### config.mk
export PLATFORM = sky130hd
export DESIGN_NAME = l2cp_port
export DESIGN_NICKNAME = d
export VERILOG_FILES = /design/src/rtl/l2cp_sync.v /design/src/rtl/l2cp_fifo.v /design/src/rtl/l2cp_port.v
export VERILOG_INCLUDE_DIRS = /design/src /design/src/rtl
export SDC_FILE = /design/constraint.sdc
export NUM_CORES = 2
export LEC_CHECK = 0
export ABC_AREA = 1
export BUFFER_PORTS_ARGS = -buffer_cell sky130_fd_sc_hd__buf_4
export CAP_MARGIN = 20
export CORE_MARGIN = 2
export CORE_UTILIZATION = 51
export DETAILED_ROUTE_END_ITERATION = 8
export PLACE_DENSITY = 0.87
export SLEW_MARGIN = 5
export SYNTH_ARGS = -nofsm -noshare
export SYNTH_HDL_FRONTEND = slang
export SYNTH_SLANG_ARGS = --single-unit
export TNS_END_PERCENT = 10
### constraint.sdc
create_clock -name sys_clk -period 21.8 [get_ports sys_clk]
set_clock_uncertainty 0.05 [all_clocks]
set_input_delay 1.09 -clock sys_clk [delete_from_list [all_inputs] [get_ports sys_clk]]
set_output_delay 1.09 -clock sys_clk [all_outputs]
set_load 0.005 [all_outputs]
### src/rtl/l2cp_defines.vh
// constants of the second-level cache pin port
// Operation
// - 20-bit cache index output, bits 23:4
// - 128-bit data bus with 16 ECC bits
// - data array read enable low during reads
// - data array write enable low on writes
// - tag array read enable low during reads
// - tag array write enable low on writes
// - dirty bit high when line was modified
// - shared bit written 1 if others hold line
// - tag valid bit set means line valid
// - free-running differential clocks, fixed global multiple
// - clock rise lags index 0-2 cycles
// - tag outputs launched with cache clocks
// - tag clocks copy the data clocks
// - eight rx clocks capture read data, resync
// - tag read latched by tag rx clock
// - wake input registered by framing clock
`ifndef L2CP_DEFINES_VH
`define L2CP_DEFINES_VH
// ********************************
// widths
// ********************************
`define L2CP_IDX_W    20
`define L2CP_DATA_W   128
`define L2CP_ECC_W    16
`define L2CP_TAG_W    23
`define L2CP_LANES    8
`define L2CP_LANE_W   16
`define L2CP_LECC_W   2
// ********************************
// cache clock and transfers
// ********************************
`define L2CP_CLK_PER  2'h3
`define L2CP_CLK_HALF 2'h2
`define L2CP_BURST    3'h4
`define L2CP_FIFO_D   4
`define L2CP_FIFO_AW  2
// ********************************
// read response word fields
// ********************************
`define L2CP_RSP_W    171
`define L2CP_F_ECC    128
`define L2CP_F_TAG    144
`define L2CP_F_VALID  167
`define L2CP_F_DIRTY  168
`define L2CP_F_SHARED 169
`define L2CP_F_PERR   170
// ********************************
// sequencer states
// ********************************
`define L2CP_ST_IDLE  2'h0
`define L2CP_ST_WR    2'h1
`define L2CP_ST_RD    2'h2
`endif

### src/rtl/l2cp_sync.v
// two-stage synchroniser for a bundle of pin inputs
`timescale 1ns/10ps
module l2cp_sync #(
    parameter W = 1
) (
    sys_clk,                       // core clock
    rst,                           // async reset, high
    din,                           // raw pin levels
    dout                           // levels after two flops
);
    input  wire         sys_clk;   // core clock
    input  wire         rst;       // async reset, high
    input  wire [W-1:0] din;       // raw pin levels
    output reg  [W-1:0] dout;      // second stage
    reg         [W-1:0] meta_q;    // first stage, read by dout only

    // two flops, only the second looks at the first
    always @(posedge sys_clk or posedge rst) begin
        if (rst) begin
            meta_q <= {W{1'b0}};
            dout   <= {W{1'b0}};
        end else begin
            meta_q <= din;
            dout   <= meta_q;
        end
    end
endmodule // l2cp_sync

### src/rtl/l2cp_fifo.v
// small valid/ready fifo for read responses
`timescale 1ns/10ps
module l2cp_fifo #(
    parameter W  = 8,
    parameter D  = 4,
    parameter AW = 2
) (
    sys_clk,                        // core clock
    rst,                            // async reset, high
    in_valid,                       // write side valid
    in_ready,                       // not full
    in_data,                        // write word
    out_valid,                      // not empty
    out_ready,                      // read side takes word
    out_data                        // head word
);
    input  wire          sys_clk;   // core clock
    input  wire          rst;       // async reset, high
    input  wire          in_valid;  // write side valid
    output wire          in_ready;  // not full
    input  wire [W-1:0]  in_data;   // write word
    output wire          out_valid; // not empty
    input  wire          out_ready; // read side takes word
    output wire [W-1:0]  out_data;  // head word
    reg    [W-1:0]       mem [0:D-1]; // storage
    reg    [AW-1:0]      wp_q;      // write pointer
    reg    [AW-1:0]      rp_q;      // read pointer
    reg    [AW:0]        cnt_q;     // fill level
    wire                 push;      // word enters
    wire                 pop;       // word leaves

    assign in_ready  = (cnt_q != D[AW:0]);
    assign out_valid = (cnt_q != {(AW+1){1'b0}});
    assign push      = in_valid & in_ready;
    assign pop       = out_valid & out_ready;
    assign out_data  = mem[rp_q];

    // storage, no reset needed
    always @(posedge sys_clk) begin
        if (push) begin
            mem[wp_q] <= in_data;
        end
    end

    // pointers and fill level
    always @(posedge sys_clk or posedge rst) begin
        if (rst) begin
            wp_q  <= {AW{1'b0}};
            rp_q  <= {AW{1'b0}};
            cnt_q <= {(AW+1){1'b0}};
        end else begin
            if (push) begin
                wp_q <= wp_q + 1'b1;
            end
            if (pop) begin
                rp_q <= rp_q + 1'b1;
            end
            if (push & ~pop) begin
                cnt_q <= cnt_q + 1'b1;
            end else if (pop & ~push) begin
                cnt_q <= cnt_q - 1'b1;
            end
        end
    end
endmodule // l2cp_fifo

### src/rtl/l2cp_port.v
// second-level cache pin port: sequencer, clocks, capture
`timescale 1ns/10ps
`include "l2cp_defines.vh"
module l2cp_port (
    sys_clk,          // core global clock
    rst,              // async reset, high
    clk_lag,          // index-to-clock lag, 0..2
    req_valid,        // access request
    req_ready,        // request taken when both high
    req_write,        // 1 write, 0 read
    req_burst,        // read of four beats
    req_index,        // line index
    req_data,         // write data
    req_ecc,          // write check bits
    req_tag,          // write tag
    req_line_valid,   // write valid state
    req_dirty,        // line was modified
    req_shared,       // other agent holds line
    rd_valid,         // read beat available
    rd_ready,         // read beat taken
    rd_data,          // read data
    rd_ecc,           // read check bits
    rd_tag,           // read tag
    rd_line_valid,    // read valid state
    rd_dirty,         // read dirty state
    rd_shared,        // read shared state
    rd_parity_err,    // tag parity mismatch
    cache_index_out,  // index pins
    cache_data_out,   // data pins, driven
    cache_data_in,    // data pins, received
    cache_ecc_out,    // check pins, driven
    cache_ecc_in,     // check pins, received
    cache_bus_oe_n,   // data/check pin enable, low drives
    cache_data_rx_clk,// returned data clocks
    data_array_oe_n,  // data array read enable
    data_array_we_n,  // data array write enable
    burst_enable_n,   // burst start
    cache_clk_out_p,  // cache clocks, true
    cache_clk_out_n,  // cache clocks, complement
    tag_clk_out_p,    // tag clocks, true
    tag_clk_out_n,    // tag clocks, complement
    tag_bus_out,      // tag pins, driven
    tag_bus_in,       // tag pins, received
    tag_state_out,    // {parity,shared,dirty,valid} driven
    tag_state_in,     // {parity,shared,dirty,valid} received
    tag_bus_oe_n,     // tag pin enable, low drives
    tag_rx_clk,       // returned tag clock
    tag_array_oe_n,   // tag array read enable
    tag_array_we_n,   // tag array write enable
    framing_clock,    // system framing clock
    wake_request,     // system wake input
    wake_flag         // wake level as registered
);
    input  wire                    sys_clk;           // core clock
    input  wire                    rst;               // reset
    input  wire [1:0]              clk_lag;           // lag select
    input  wire                    req_valid;         // request
    output reg                     req_ready;         // accept
    input  wire                    req_write;         // write
    input  wire                    req_burst;         // burst read
    input  wire [`L2CP_IDX_W-1:0]  req_index;         // index
    input  wire [`L2CP_DATA_W-1:0] req_data;          // data
    input  wire [`L2CP_ECC_W-1:0]  req_ecc;           // ecc
    input  wire [`L2CP_TAG_W-1:0]  req_tag;           // tag
    input  wire                    req_line_valid;    // valid
    input  wire                    req_dirty;         // dirty
    input  wire                    req_shared;        // shared
    output wire                    rd_valid;          // beat ready
    input  wire                    rd_ready;          // beat taken
    output wire [`L2CP_DATA_W-1:0] rd_data;           // data
    output wire [`L2CP_ECC_W-1:0]  rd_ecc;            // ecc
    output wire [`L2CP_TAG_W-1:0]  rd_tag;            // tag
    output wire                    rd_line_valid;     // valid
    output wire                    rd_dirty;          // dirty
    output wire                    rd_shared;         // shared
    output wire                    rd_parity_err;     // parity
    output reg  [`L2CP_IDX_W-1:0]  cache_index_out;   // index
    output reg  [`L2CP_DATA_W-1:0] cache_data_out;    // data out
    input  wire [`L2CP_DATA_W-1:0] cache_data_in;     // data in
    output reg  [`L2CP_ECC_W-1:0]  cache_ecc_out;     // ecc out
    input  wire [`L2CP_ECC_W-1:0]  cache_ecc_in;      // ecc in
    output reg                     cache_bus_oe_n;    // pin enable
    input  wire [`L2CP_LANES-1:0]  cache_data_rx_clk; // rx clocks
    output reg                     data_array_oe_n;   // array oe
    output reg                     data_array_we_n;   // array we
    output reg                     burst_enable_n;    // burst
    output wire [3:0]              cache_clk_out_p;   // clk true
    output wire [3:0]              cache_clk_out_n;   // clk comp
    output wire [1:0]              tag_clk_out_p;     // tag clk
    output wire [1:0]              tag_clk_out_n;     // tag clk n
    output reg  [`L2CP_TAG_W-1:0]  tag_bus_out;       // tag out
    input  wire [`L2CP_TAG_W-1:0]  tag_bus_in;        // tag in
    output reg  [3:0]              tag_state_out;     // state out
    input  wire [3:0]              tag_state_in;      // state in
    output reg                     tag_bus_oe_n;      // pin enable
    input  wire                    tag_rx_clk;        // tag rx clk
    output reg                     tag_array_oe_n;    // array oe
    output reg                     tag_array_we_n;    // array we
    input  wire                    framing_clock;     // frame clk
    input  wire                    wake_request;      // wake
    output reg                     wake_flag;         // wake reg

    // ********************************
    // pin input synchronisers
    // ********************************
    localparam SW = `L2CP_DATA_W + `L2CP_ECC_W + `L2CP_TAG_W + 4 + 11;
    wire [SW-1:0] s_d;                   // synced bundle
    wire [`L2CP_DATA_W-1:0] s_data;      // synced data
    wire [`L2CP_ECC_W-1:0]  s_ecc;       // synced ecc
    wire [`L2CP_TAG_W-1:0]  s_tag;       // synced tag
    wire [3:0]              s_state;     // synced state bits
    wire [`L2CP_LANES-1:0]  s_rxc;       // synced rx clocks
    wire                    s_trxc;      // synced tag rx clock
    wire                    s_frm;       // synced framing clock
    wire                    s_wake;      // synced wake input
    reg  [10:0]             clk3_q;      // third stage for edges
    wire [`L2CP_LANES-1:0]  lane_edge;   // rx clock rises
    wire                    tag_edge;    // tag rx clock rises
    wire                    frm_edge;    // framing clock rises

    l2cp_sync #(.W(SW)) u_sync (
        .sys_clk (sys_clk),
        .rst     (rst),
        .din     ({cache_data_in, cache_ecc_in, tag_bus_in, tag_state_in,
                   cache_data_rx_clk, tag_rx_clk, framing_clock,
                   wake_request}),
        .dout    (s_d)
    );
    assign {s_data, s_ecc, s_tag, s_state, s_rxc, s_trxc, s_frm,
            s_wake} = s_d;

    // edge detectors compare the second stage with the third
    always @(posedge sys_clk or posedge rst) begin
        if (rst) begin
            clk3_q <= 11'h000;
        end else begin
            clk3_q <= {s_rxc, s_trxc, s_frm, s_wake};
        end
    end
    assign lane_edge = s_rxc & ~clk3_q[10:3];
    assign tag_edge  = s_trxc & ~clk3_q[2];
    assign frm_edge  = s_frm & ~clk3_q[1];

    always @(posedge sys_clk or posedge rst) begin
        if (rst) begin
            wake_flag <= 1'b0;
        end else if (frm_edge) begin
            wake_flag <= s_wake;
        end
    end

    // ********************************
    // read capture lanes
    // ********************************
    reg  [`L2CP_LANES-1:0]  got_q;       // lane holds a beat
    reg                     tgot_q;      // tag holds a beat
    reg  [`L2CP_TAG_W-1:0]  ctag_q;      // captured tag
    reg  [3:0]              cst_q;       // captured state bits
    wire [`L2CP_DATA_W-1:0] cdata;       // captured data
    wire [`L2CP_ECC_W-1:0]  cecc;        // captured ecc
    wire                    cap_clr;     // beat consumed
    genvar gi;

    generate
        for (gi = 0; gi < `L2CP_LANES; gi = gi + 1) begin : g_lane
            reg [`L2CP_LANE_W-1:0] ld_q;  // lane data
            reg [`L2CP_LECC_W-1:0] le_q;  // lane check bits
            always @(posedge sys_clk or posedge rst) begin
                if (rst) begin
                    ld_q      <= {`L2CP_LANE_W{1'b0}};
                    le_q      <= {`L2CP_LECC_W{1'b0}};
                    got_q[gi] <= 1'b0;
                end else begin
                    if (lane_edge[gi]) begin
                        ld_q <= s_data[gi*16 +: 16];
                        le_q <= s_ecc[gi*2 +: 2];
                    end
                    // a new edge wins over the clear
                    got_q[gi] <= lane_edge[gi] | (got_q[gi] & ~cap_clr);
                end
            end
            assign cdata[gi*16 +: 16] = ld_q;
            assign cecc[gi*2 +: 2]    = le_q;
        end
    endgenerate

    always @(posedge sys_clk or posedge rst) begin
        if (rst) begin
            ctag_q <= {`L2CP_TAG_W{1'b0}};
            cst_q  <= 4'h0;
            tgot_q <= 1'b0;
        end else begin
            if (tag_edge) begin
                ctag_q <= s_tag;
                cst_q  <= s_state;
            end
            tgot_q <= tag_edge | (tgot_q & ~cap_clr);
        end
    end

    // ********************************
    // cache clock generator
    // ********************************
    reg  [1:0] ph_q;                     // phase in clock period
    reg        cclk_q;                   // true clock
    reg        cclk_n_q;                 // complement clock
    wire [1:0] ph_d;                     // next phase
    wire [1:0] launch;                   // phase where index moves

    assign ph_d   = (ph_q == `L2CP_CLK_PER) ? 2'h0 : ph_q + 2'h1;
    assign launch = (clk_lag == 2'h0) ? 2'h0 :
                    (clk_lag == 2'h1) ? 2'h3 : 2'h2;

    always @(posedge sys_clk or posedge rst) begin
        if (rst) begin
            ph_q     <= 2'h3;
            cclk_q   <= 1'b0;
            cclk_n_q <= 1'b1;
        end else begin
            ph_q     <= ph_d;
            cclk_q   <= (ph_d < `L2CP_CLK_HALF);
            cclk_n_q <= ~(ph_d < `L2CP_CLK_HALF);
        end
    end
    assign cache_clk_out_p = {4{cclk_q}};
    assign cache_clk_out_n = {4{cclk_n_q}};
    assign tag_clk_out_p   = {2{cclk_q}};
    assign tag_clk_out_n   = {2{cclk_n_q}};

    // ********************************
    // access sequencer
    // ********************************
    reg  [1:0] st_q;                     // state
    reg  [1:0] st_d;                     // next state
    reg  [1:0] cyc_q;                    // cycle inside access
    reg  [2:0] beats_q;                  // read beats left
    wire       take;                     // request accepted
    wire       beat_in;                  // full beat captured
    wire       fifo_ready;               // response room
    wire       push;                     // beat into fifo
    wire [3:0] rd_st;                    // read state bits

    assign take    = req_valid & req_ready;
    assign beat_in = (&got_q) & tgot_q;
    assign push    = (st_q == `L2CP_ST_RD) & beat_in & fifo_ready;
    assign cap_clr = push | take;

    // next state
    always @* begin
        st_d = st_q;
        case (st_q)
            `L2CP_ST_IDLE: begin
                if (take) begin
                    st_d = req_write ? `L2CP_ST_WR : `L2CP_ST_RD;
                end
            end
            `L2CP_ST_WR: begin
                if (cyc_q == `L2CP_CLK_PER) begin
                    st_d = `L2CP_ST_IDLE;
                end
            end
            `L2CP_ST_RD: begin
                if (push && beats_q == 3'h1) begin
                    st_d = `L2CP_ST_IDLE;
                end
            end
            default: begin
                st_d = `L2CP_ST_IDLE;
            end
        endcase
    end

    // sequencer and pin registers
    always @(posedge sys_clk or posedge rst) begin
        if (rst) begin
            st_q            <= `L2CP_ST_IDLE;
            cyc_q           <= 2'h0;
            beats_q         <= 3'h0;
            req_ready       <= 1'b0;
            cache_index_out <= {`L2CP_IDX_W{1'b0}};
            cache_data_out  <= {`L2CP_DATA_W{1'b0}};
            cache_ecc_out   <= {`L2CP_ECC_W{1'b0}};
            cache_bus_oe_n  <= 1'b1;
            data_array_oe_n <= 1'b1;
            data_array_we_n <= 1'b1;
            burst_enable_n  <= 1'b1;
            tag_bus_out     <= {`L2CP_TAG_W{1'b0}};
            tag_state_out   <= 4'h0;
            tag_bus_oe_n    <= 1'b1;
            tag_array_oe_n  <= 1'b1;
            tag_array_we_n  <= 1'b1;
        end else begin
            st_q      <= st_d;
            // open one cycle before each launch phase when the next state is idle
            req_ready <= (st_d == `L2CP_ST_IDLE) &&
                         ((ph_d + 2'h1) == launch);
            cyc_q     <= (st_q == `L2CP_ST_IDLE) ? 2'h0 : cyc_q + 2'h1;
            if (take) begin
                cache_index_out <= req_index;
                burst_enable_n  <= ~(req_burst & ~req_write);
                beats_q <= (req_burst & ~req_write) ? `L2CP_BURST : 3'h1;
                if (req_write) begin
                    cache_data_out <= req_data;
                    cache_ecc_out  <= req_ecc;
                    cache_bus_oe_n <= 1'b0;
                    data_array_we_n <= 1'b0;
                    tag_bus_out    <= req_tag;
                    tag_state_out  <= {^{req_tag, req_shared, req_dirty,
                                         req_line_valid},
                                       req_shared, req_dirty,
                                       req_line_valid};
                    tag_bus_oe_n   <= 1'b0;
                    tag_array_we_n <= 1'b0;
                end else begin
                    data_array_oe_n <= 1'b0;
                    tag_array_oe_n  <= 1'b0;
                end
            end else begin
                if (st_q == `L2CP_ST_RD && cyc_q == `L2CP_CLK_PER) begin
                    burst_enable_n <= 1'b1;
                end
                if (push) begin
                    beats_q <= beats_q - 3'h1;
                end
                if (st_d == `L2CP_ST_IDLE) begin
                    // release everything after the access
                    burst_enable_n  <= 1'b1;
                    cache_bus_oe_n  <= 1'b1;
                    tag_bus_oe_n    <= 1'b1;
                    data_array_oe_n <= 1'b1;
                    data_array_we_n <= 1'b1;
                    tag_array_oe_n  <= 1'b1;
                    tag_array_we_n  <= 1'b1;
                end
            end
        end
    end

    // ********************************
    // read response buffer
    // ********************************
    wire [`L2CP_RSP_W-1:0] rsp_in;       // beat to buffer
    wire [`L2CP_RSP_W-1:0] rsp_out;      // head beat

    assign rd_st  = {cst_q[3] ^ (^{ctag_q, cst_q[2:0]}), cst_q[2:0]};
    assign rsp_in = {rd_st, ctag_q, cecc, cdata};

    l2cp_fifo #(
        .W  (`L2CP_RSP_W),
        .D  (`L2CP_FIFO_D),
        .AW (`L2CP_FIFO_AW)
    ) u_fifo (
        .sys_clk   (sys_clk),
        .rst       (rst),
        .in_valid  (push),
        .in_ready  (fifo_ready),
        .in_data   (rsp_in),
        .out_valid (rd_valid),
        .out_ready (rd_ready),
        .out_data  (rsp_out)
    );
    assign rd_data       = rsp_out[`L2CP_F_ECC-1:0];
    assign rd_ecc        = rsp_out[`L2CP_F_TAG-1:`L2CP_F_ECC];
    assign rd_tag        = rsp_out[`L2CP_F_VALID-1:`L2CP_F_TAG];
    assign rd_line_valid = rsp_out[`L2CP_F_VALID];
    assign rd_dirty      = rsp_out[`L2CP_F_DIRTY];
    assign rd_shared     = rsp_out[`L2CP_F_SHARED];
    assign rd_parity_err = rsp_out[`L2CP_F_PERR];
endmodule // l2cp_port

==> metrics.md <==
| Metric | Value |
|---|---|
| Final setup viols | 0 |
| Pint | 5.58 mW |
| Area delta synth->final | 23.5% |
| Warnings, synthesis | 0 |
| CTS tree | yes |
| Post-synth ARST share | 0.529 |
| Vias in the first global route | ~32000 |
| Min Clock Period, post-route | roughly 5.9 ns |
| Period utilization | 0.273 |
| Final WL | roughly 140000 microns |
| Bufs and invs on worst path | 4 |
| CP Depth | 6 |
| Outcome | complete, no violations |
| Clk pwr share | 0.312 |
| Die area | 0.101 sq mm |
| Post-CTS Setup Bufs | 0 |
| Synthesis-stage register bit count | between 1000 and 1500 |
| Initial DRC count | about 2800 |
| DP Wirelength | around 86000 microns |
| Total power | around 8 mW |
| Sw power | 2.40 mW |
| Logic pwr share | 0.256 |
| Core Area | a little under 0.1 sq mm |
| Grt total ovfl | 0 |
| Worst Hold Path Cells | 0 |
| Slew of the pin with the lowest slew margin | about 1.2 ns |
| GP Congestion | approximately 0.94 |
| RSZ-0062 raised after global routing | false |
| ANT nets after route | 0 |
| Most common cell after layout, fill and taps aside | buf_4 |
| TritonCTS buffer count | 143 |
| Num ports | about 760 |
| Post-synth EDFFs | 684 |
| TNS Setup | 0 ns |
| Syn Area/Cell | about 16 sq um |
| Clock slew at the register clock pins of the worst setup and hold paths | approximately 0.06 ns |
| Max stage delay cell, worst path | buf_4 |
| Via-to-Cell Ratio | 5.57 |
| CP Capture Type | primary output |
| DP Worst Slack | between 15 and 20 ns |
| Critical path class | reg -> out |
| Post-route setup slack | approximately 16 ns |
| Clk_lat worst skew | between 0.7 and 0.8 ns |
| Critical Path Fanout Max | a little over 100 |
| Crit start category | register |
| Hold buffer count at CTS | 0 |
| Wire per inst | about 25 microns |
| Site Rows | 115 |
| Critical Path AT | roughly 4.8 ns |
| Initial antenna violation count | between 40 and 50 |
| Post-synthesis sequential area ratio | 0.788 |
| Gr usage total | 0.266 |
| Die Width | ~320 microns |
| Nets | about 4400 |
| H-tree depth | 4 |
| Worst vdd ir | roughly 0.097 mV |
| Leading cell types in the layout, fill and taps excluded | buf_4, dfrtp_1, edfxtp_1, nor2_1, o21ai_0 |
| Largest stage delay on the critical path | roughly 0.88 ns |
| Initial core utilization | 0.513 |
| Crit-path leading delay family | buffers and inverters |
| Hold_ws | 0.273 ns |
| Placed cell area | 0.0574 sq mm |
| DRC viols | 0 |
| Share of post-route cells with drive strength above 1 | 0.314 |
| Largest net degree at the start of global routing | approximately 180 |
| PD cells | 128 mW/mm^2 |
| Post-CTS resize count | 0 |
| Final slew viol count | 0 |
| Cells after synthesis | ~3200 |
| Hold Violations, Final | 0 |
| First-pass GRT wire length | approximately 200000 microns |
| Sw frac | 0.301 |
| Cell mode on critical path | buf_4 |
| Leak | 25.4 nW |
| Max Cap Viol | 0 |
| Die Ht | ~320 microns |
| Clock root buffer | clkbuf_16 |
| Synth Flop Type | dfrtp_1 |
| Fin area | about 0.062 sq mm |
| R2R depth | 9 |
| 1st-pass router iterations | 6 |
| Synth unique cells | 32 |
| Clock tree sinks | 1451 |
| Cell Area, Synth | around 0.05 sq mm |
| CP Cell Sequence | buf_4 -> buf_4 -> buf_4 -> o21ai_0 -> o22ai_1 -> buf_4 |
| IO Port Bufs | around 760 |
| DR vias | between 30000 and 40000 |
| Share of power burned in registers | 0.432 |
| Hold Crit Class | reg -> reg |
| Slew HR | 0.195 |
| CTS Buffer Depth | 3 |
| CP required | a little over 20 ns |
| Syn_nets | 3638 |
| FMAX | between 150 and 200 MHz |
-- final timing paths --
| check | startpoint | to | slack (ns) |
|---|---|---|---|
| max in group asynchronous | rst | u_sync.dout[87]$_DFF_PP0_ | 17.23 |
| hold reg to reg | u_sync.meta_q[104]$_DFF_PP0_ | u_sync.dout[104]$_DFF_PP0_ | 0.27 |
| min in group asynchronous | rst | g_lane[5].ld_q[12]$_DFFE_PP0P_ | 0.57 |
| setup / recovery | u_fifo.rp_q[0]$_DFFE_PP0P_ | rd_data[85] | 15.86 |
| setup reg to reg | st_q[0]$_DFF_PP0_ | u_fifo.mem[3][20]$_DFFE_PP_ | 17.63 |
| hold / removal | u_sync.meta_q[104]$_DFF_PP0_ | u_sync.dout[104]$_DFF_PP0_ | 0.27 |
-- per-stage QoR --
step | cells | utilization
floorplan | 3248 | -
global placement | 5174 | 0.583
detailed placement | 5175 | 0.584
CTS | 5438 | 0.632
global route | 5469 | 0.633
finish | 5477 | 0.634
-- power by group through the flow --
| stage | Clock, mW | Sequential, mW | Combinational [mW] |
|---|---|---|---|
| after floorplan | 0 | 3.44 | 0.923 |
| after global routing | 2.63 | 3.48 | 2.18 |
| after CTS | 2.52 | 3.44 | 2.04 |
| after detailed placement | 0 | 3.49 | 2.01 |
| final | 2.49 | 3.45 | 2.04 |
| after global placement | 0 | 3.46 | 1.94 |
-- per-layer routing --
layer,global-route usage,routed length (microns),vias up
li1,-,-,13100
met1,0.296,47000,15400
met2,0.457,70400,1550
met3,0.0634,9920,377
met4,0.178,9020,6
met5,0,35,-
-- worst reg2reg max path: cells and delay by family, from the launching register on --
family | cells | cell delay (ns)
AND/OR/NAND/NOR | 5 | 1.49
flip-flops | 1 | 0.41
buffers and inverters | 4 | 1.79
-- cells in the mapped netlist, types with 4 or more instances --
master / count / area (sq um)
nand2_1: 211 / 792
edfxtp_1: 684 / 20500
dfrtp_1: 762 / 19100
nor2_1: 379 / 1420
a21oi_1: 28 / 140
clkbuf_1: 83 / 312
buf_2: 48 / 240
dfstp_2: 5 / 131
o21a_1: 8 / 60.1
mux2_2: 266 / 3000
buf_6: 8 / 90.1
ha_1: 9 / 113
xor2_1: 16 / 140
inv_1: 79 / 297
buf_1: 4 / 15.0
o21ai_0: 349 / 1750
buf_4: 20 / 150
xnor2_1: 15 / 131
mux2_1: 70 / 788
nand3_1: 19 / 95.1
o22ai_1: 171 / 1070
-- area by class of cell --
class,count,area (sq um)
flip-flops and latches,1451,39700
clock buffers,191,3960
repair buffers,805,6120
fillers,6514,36000
clock inverters,72,807
inverters,81,318
diodes,37,92.6
multi-input cells,1553,9620
well taps,1287,1610
-- cell families after synthesis --
| family | after synthesis | share of synthesized area |
|---|---|---|
| xor+xnor | 31 | 0.00538 |
| compound gates | 559 | 0.0602 |
| fa+ha+maj | 10 | 0.00263 |
| buf+inv | 244 | 0.0221 |
| simple gates | 617 | 0.0469 |
| mux | 336 | 0.0750 |
| flops | 1451 | 0.788 |
-- registers in the layout, indices dropped and copies added (netlist names), 2 cells and up --
name and count:
cache_index_out 20, cache_ecc_out 16, got_q 8, tag_state_out 4, u_sync.dout 182, tag_bus_out 23
cst_q 4, beats_q 3, clk3_q 10, g_lane.ld_q 128, cache_data_out 128, st_q 2
u_fifo.rp_q 2, u_sync.meta_q 182, u_fifo.cnt_q 3, g_lane.le_q 16, u_fifo.wp_q 2, u_fifo.mem 684
cyc_q 2, ctag_q 23
Power figures use the tool's default switching activity.
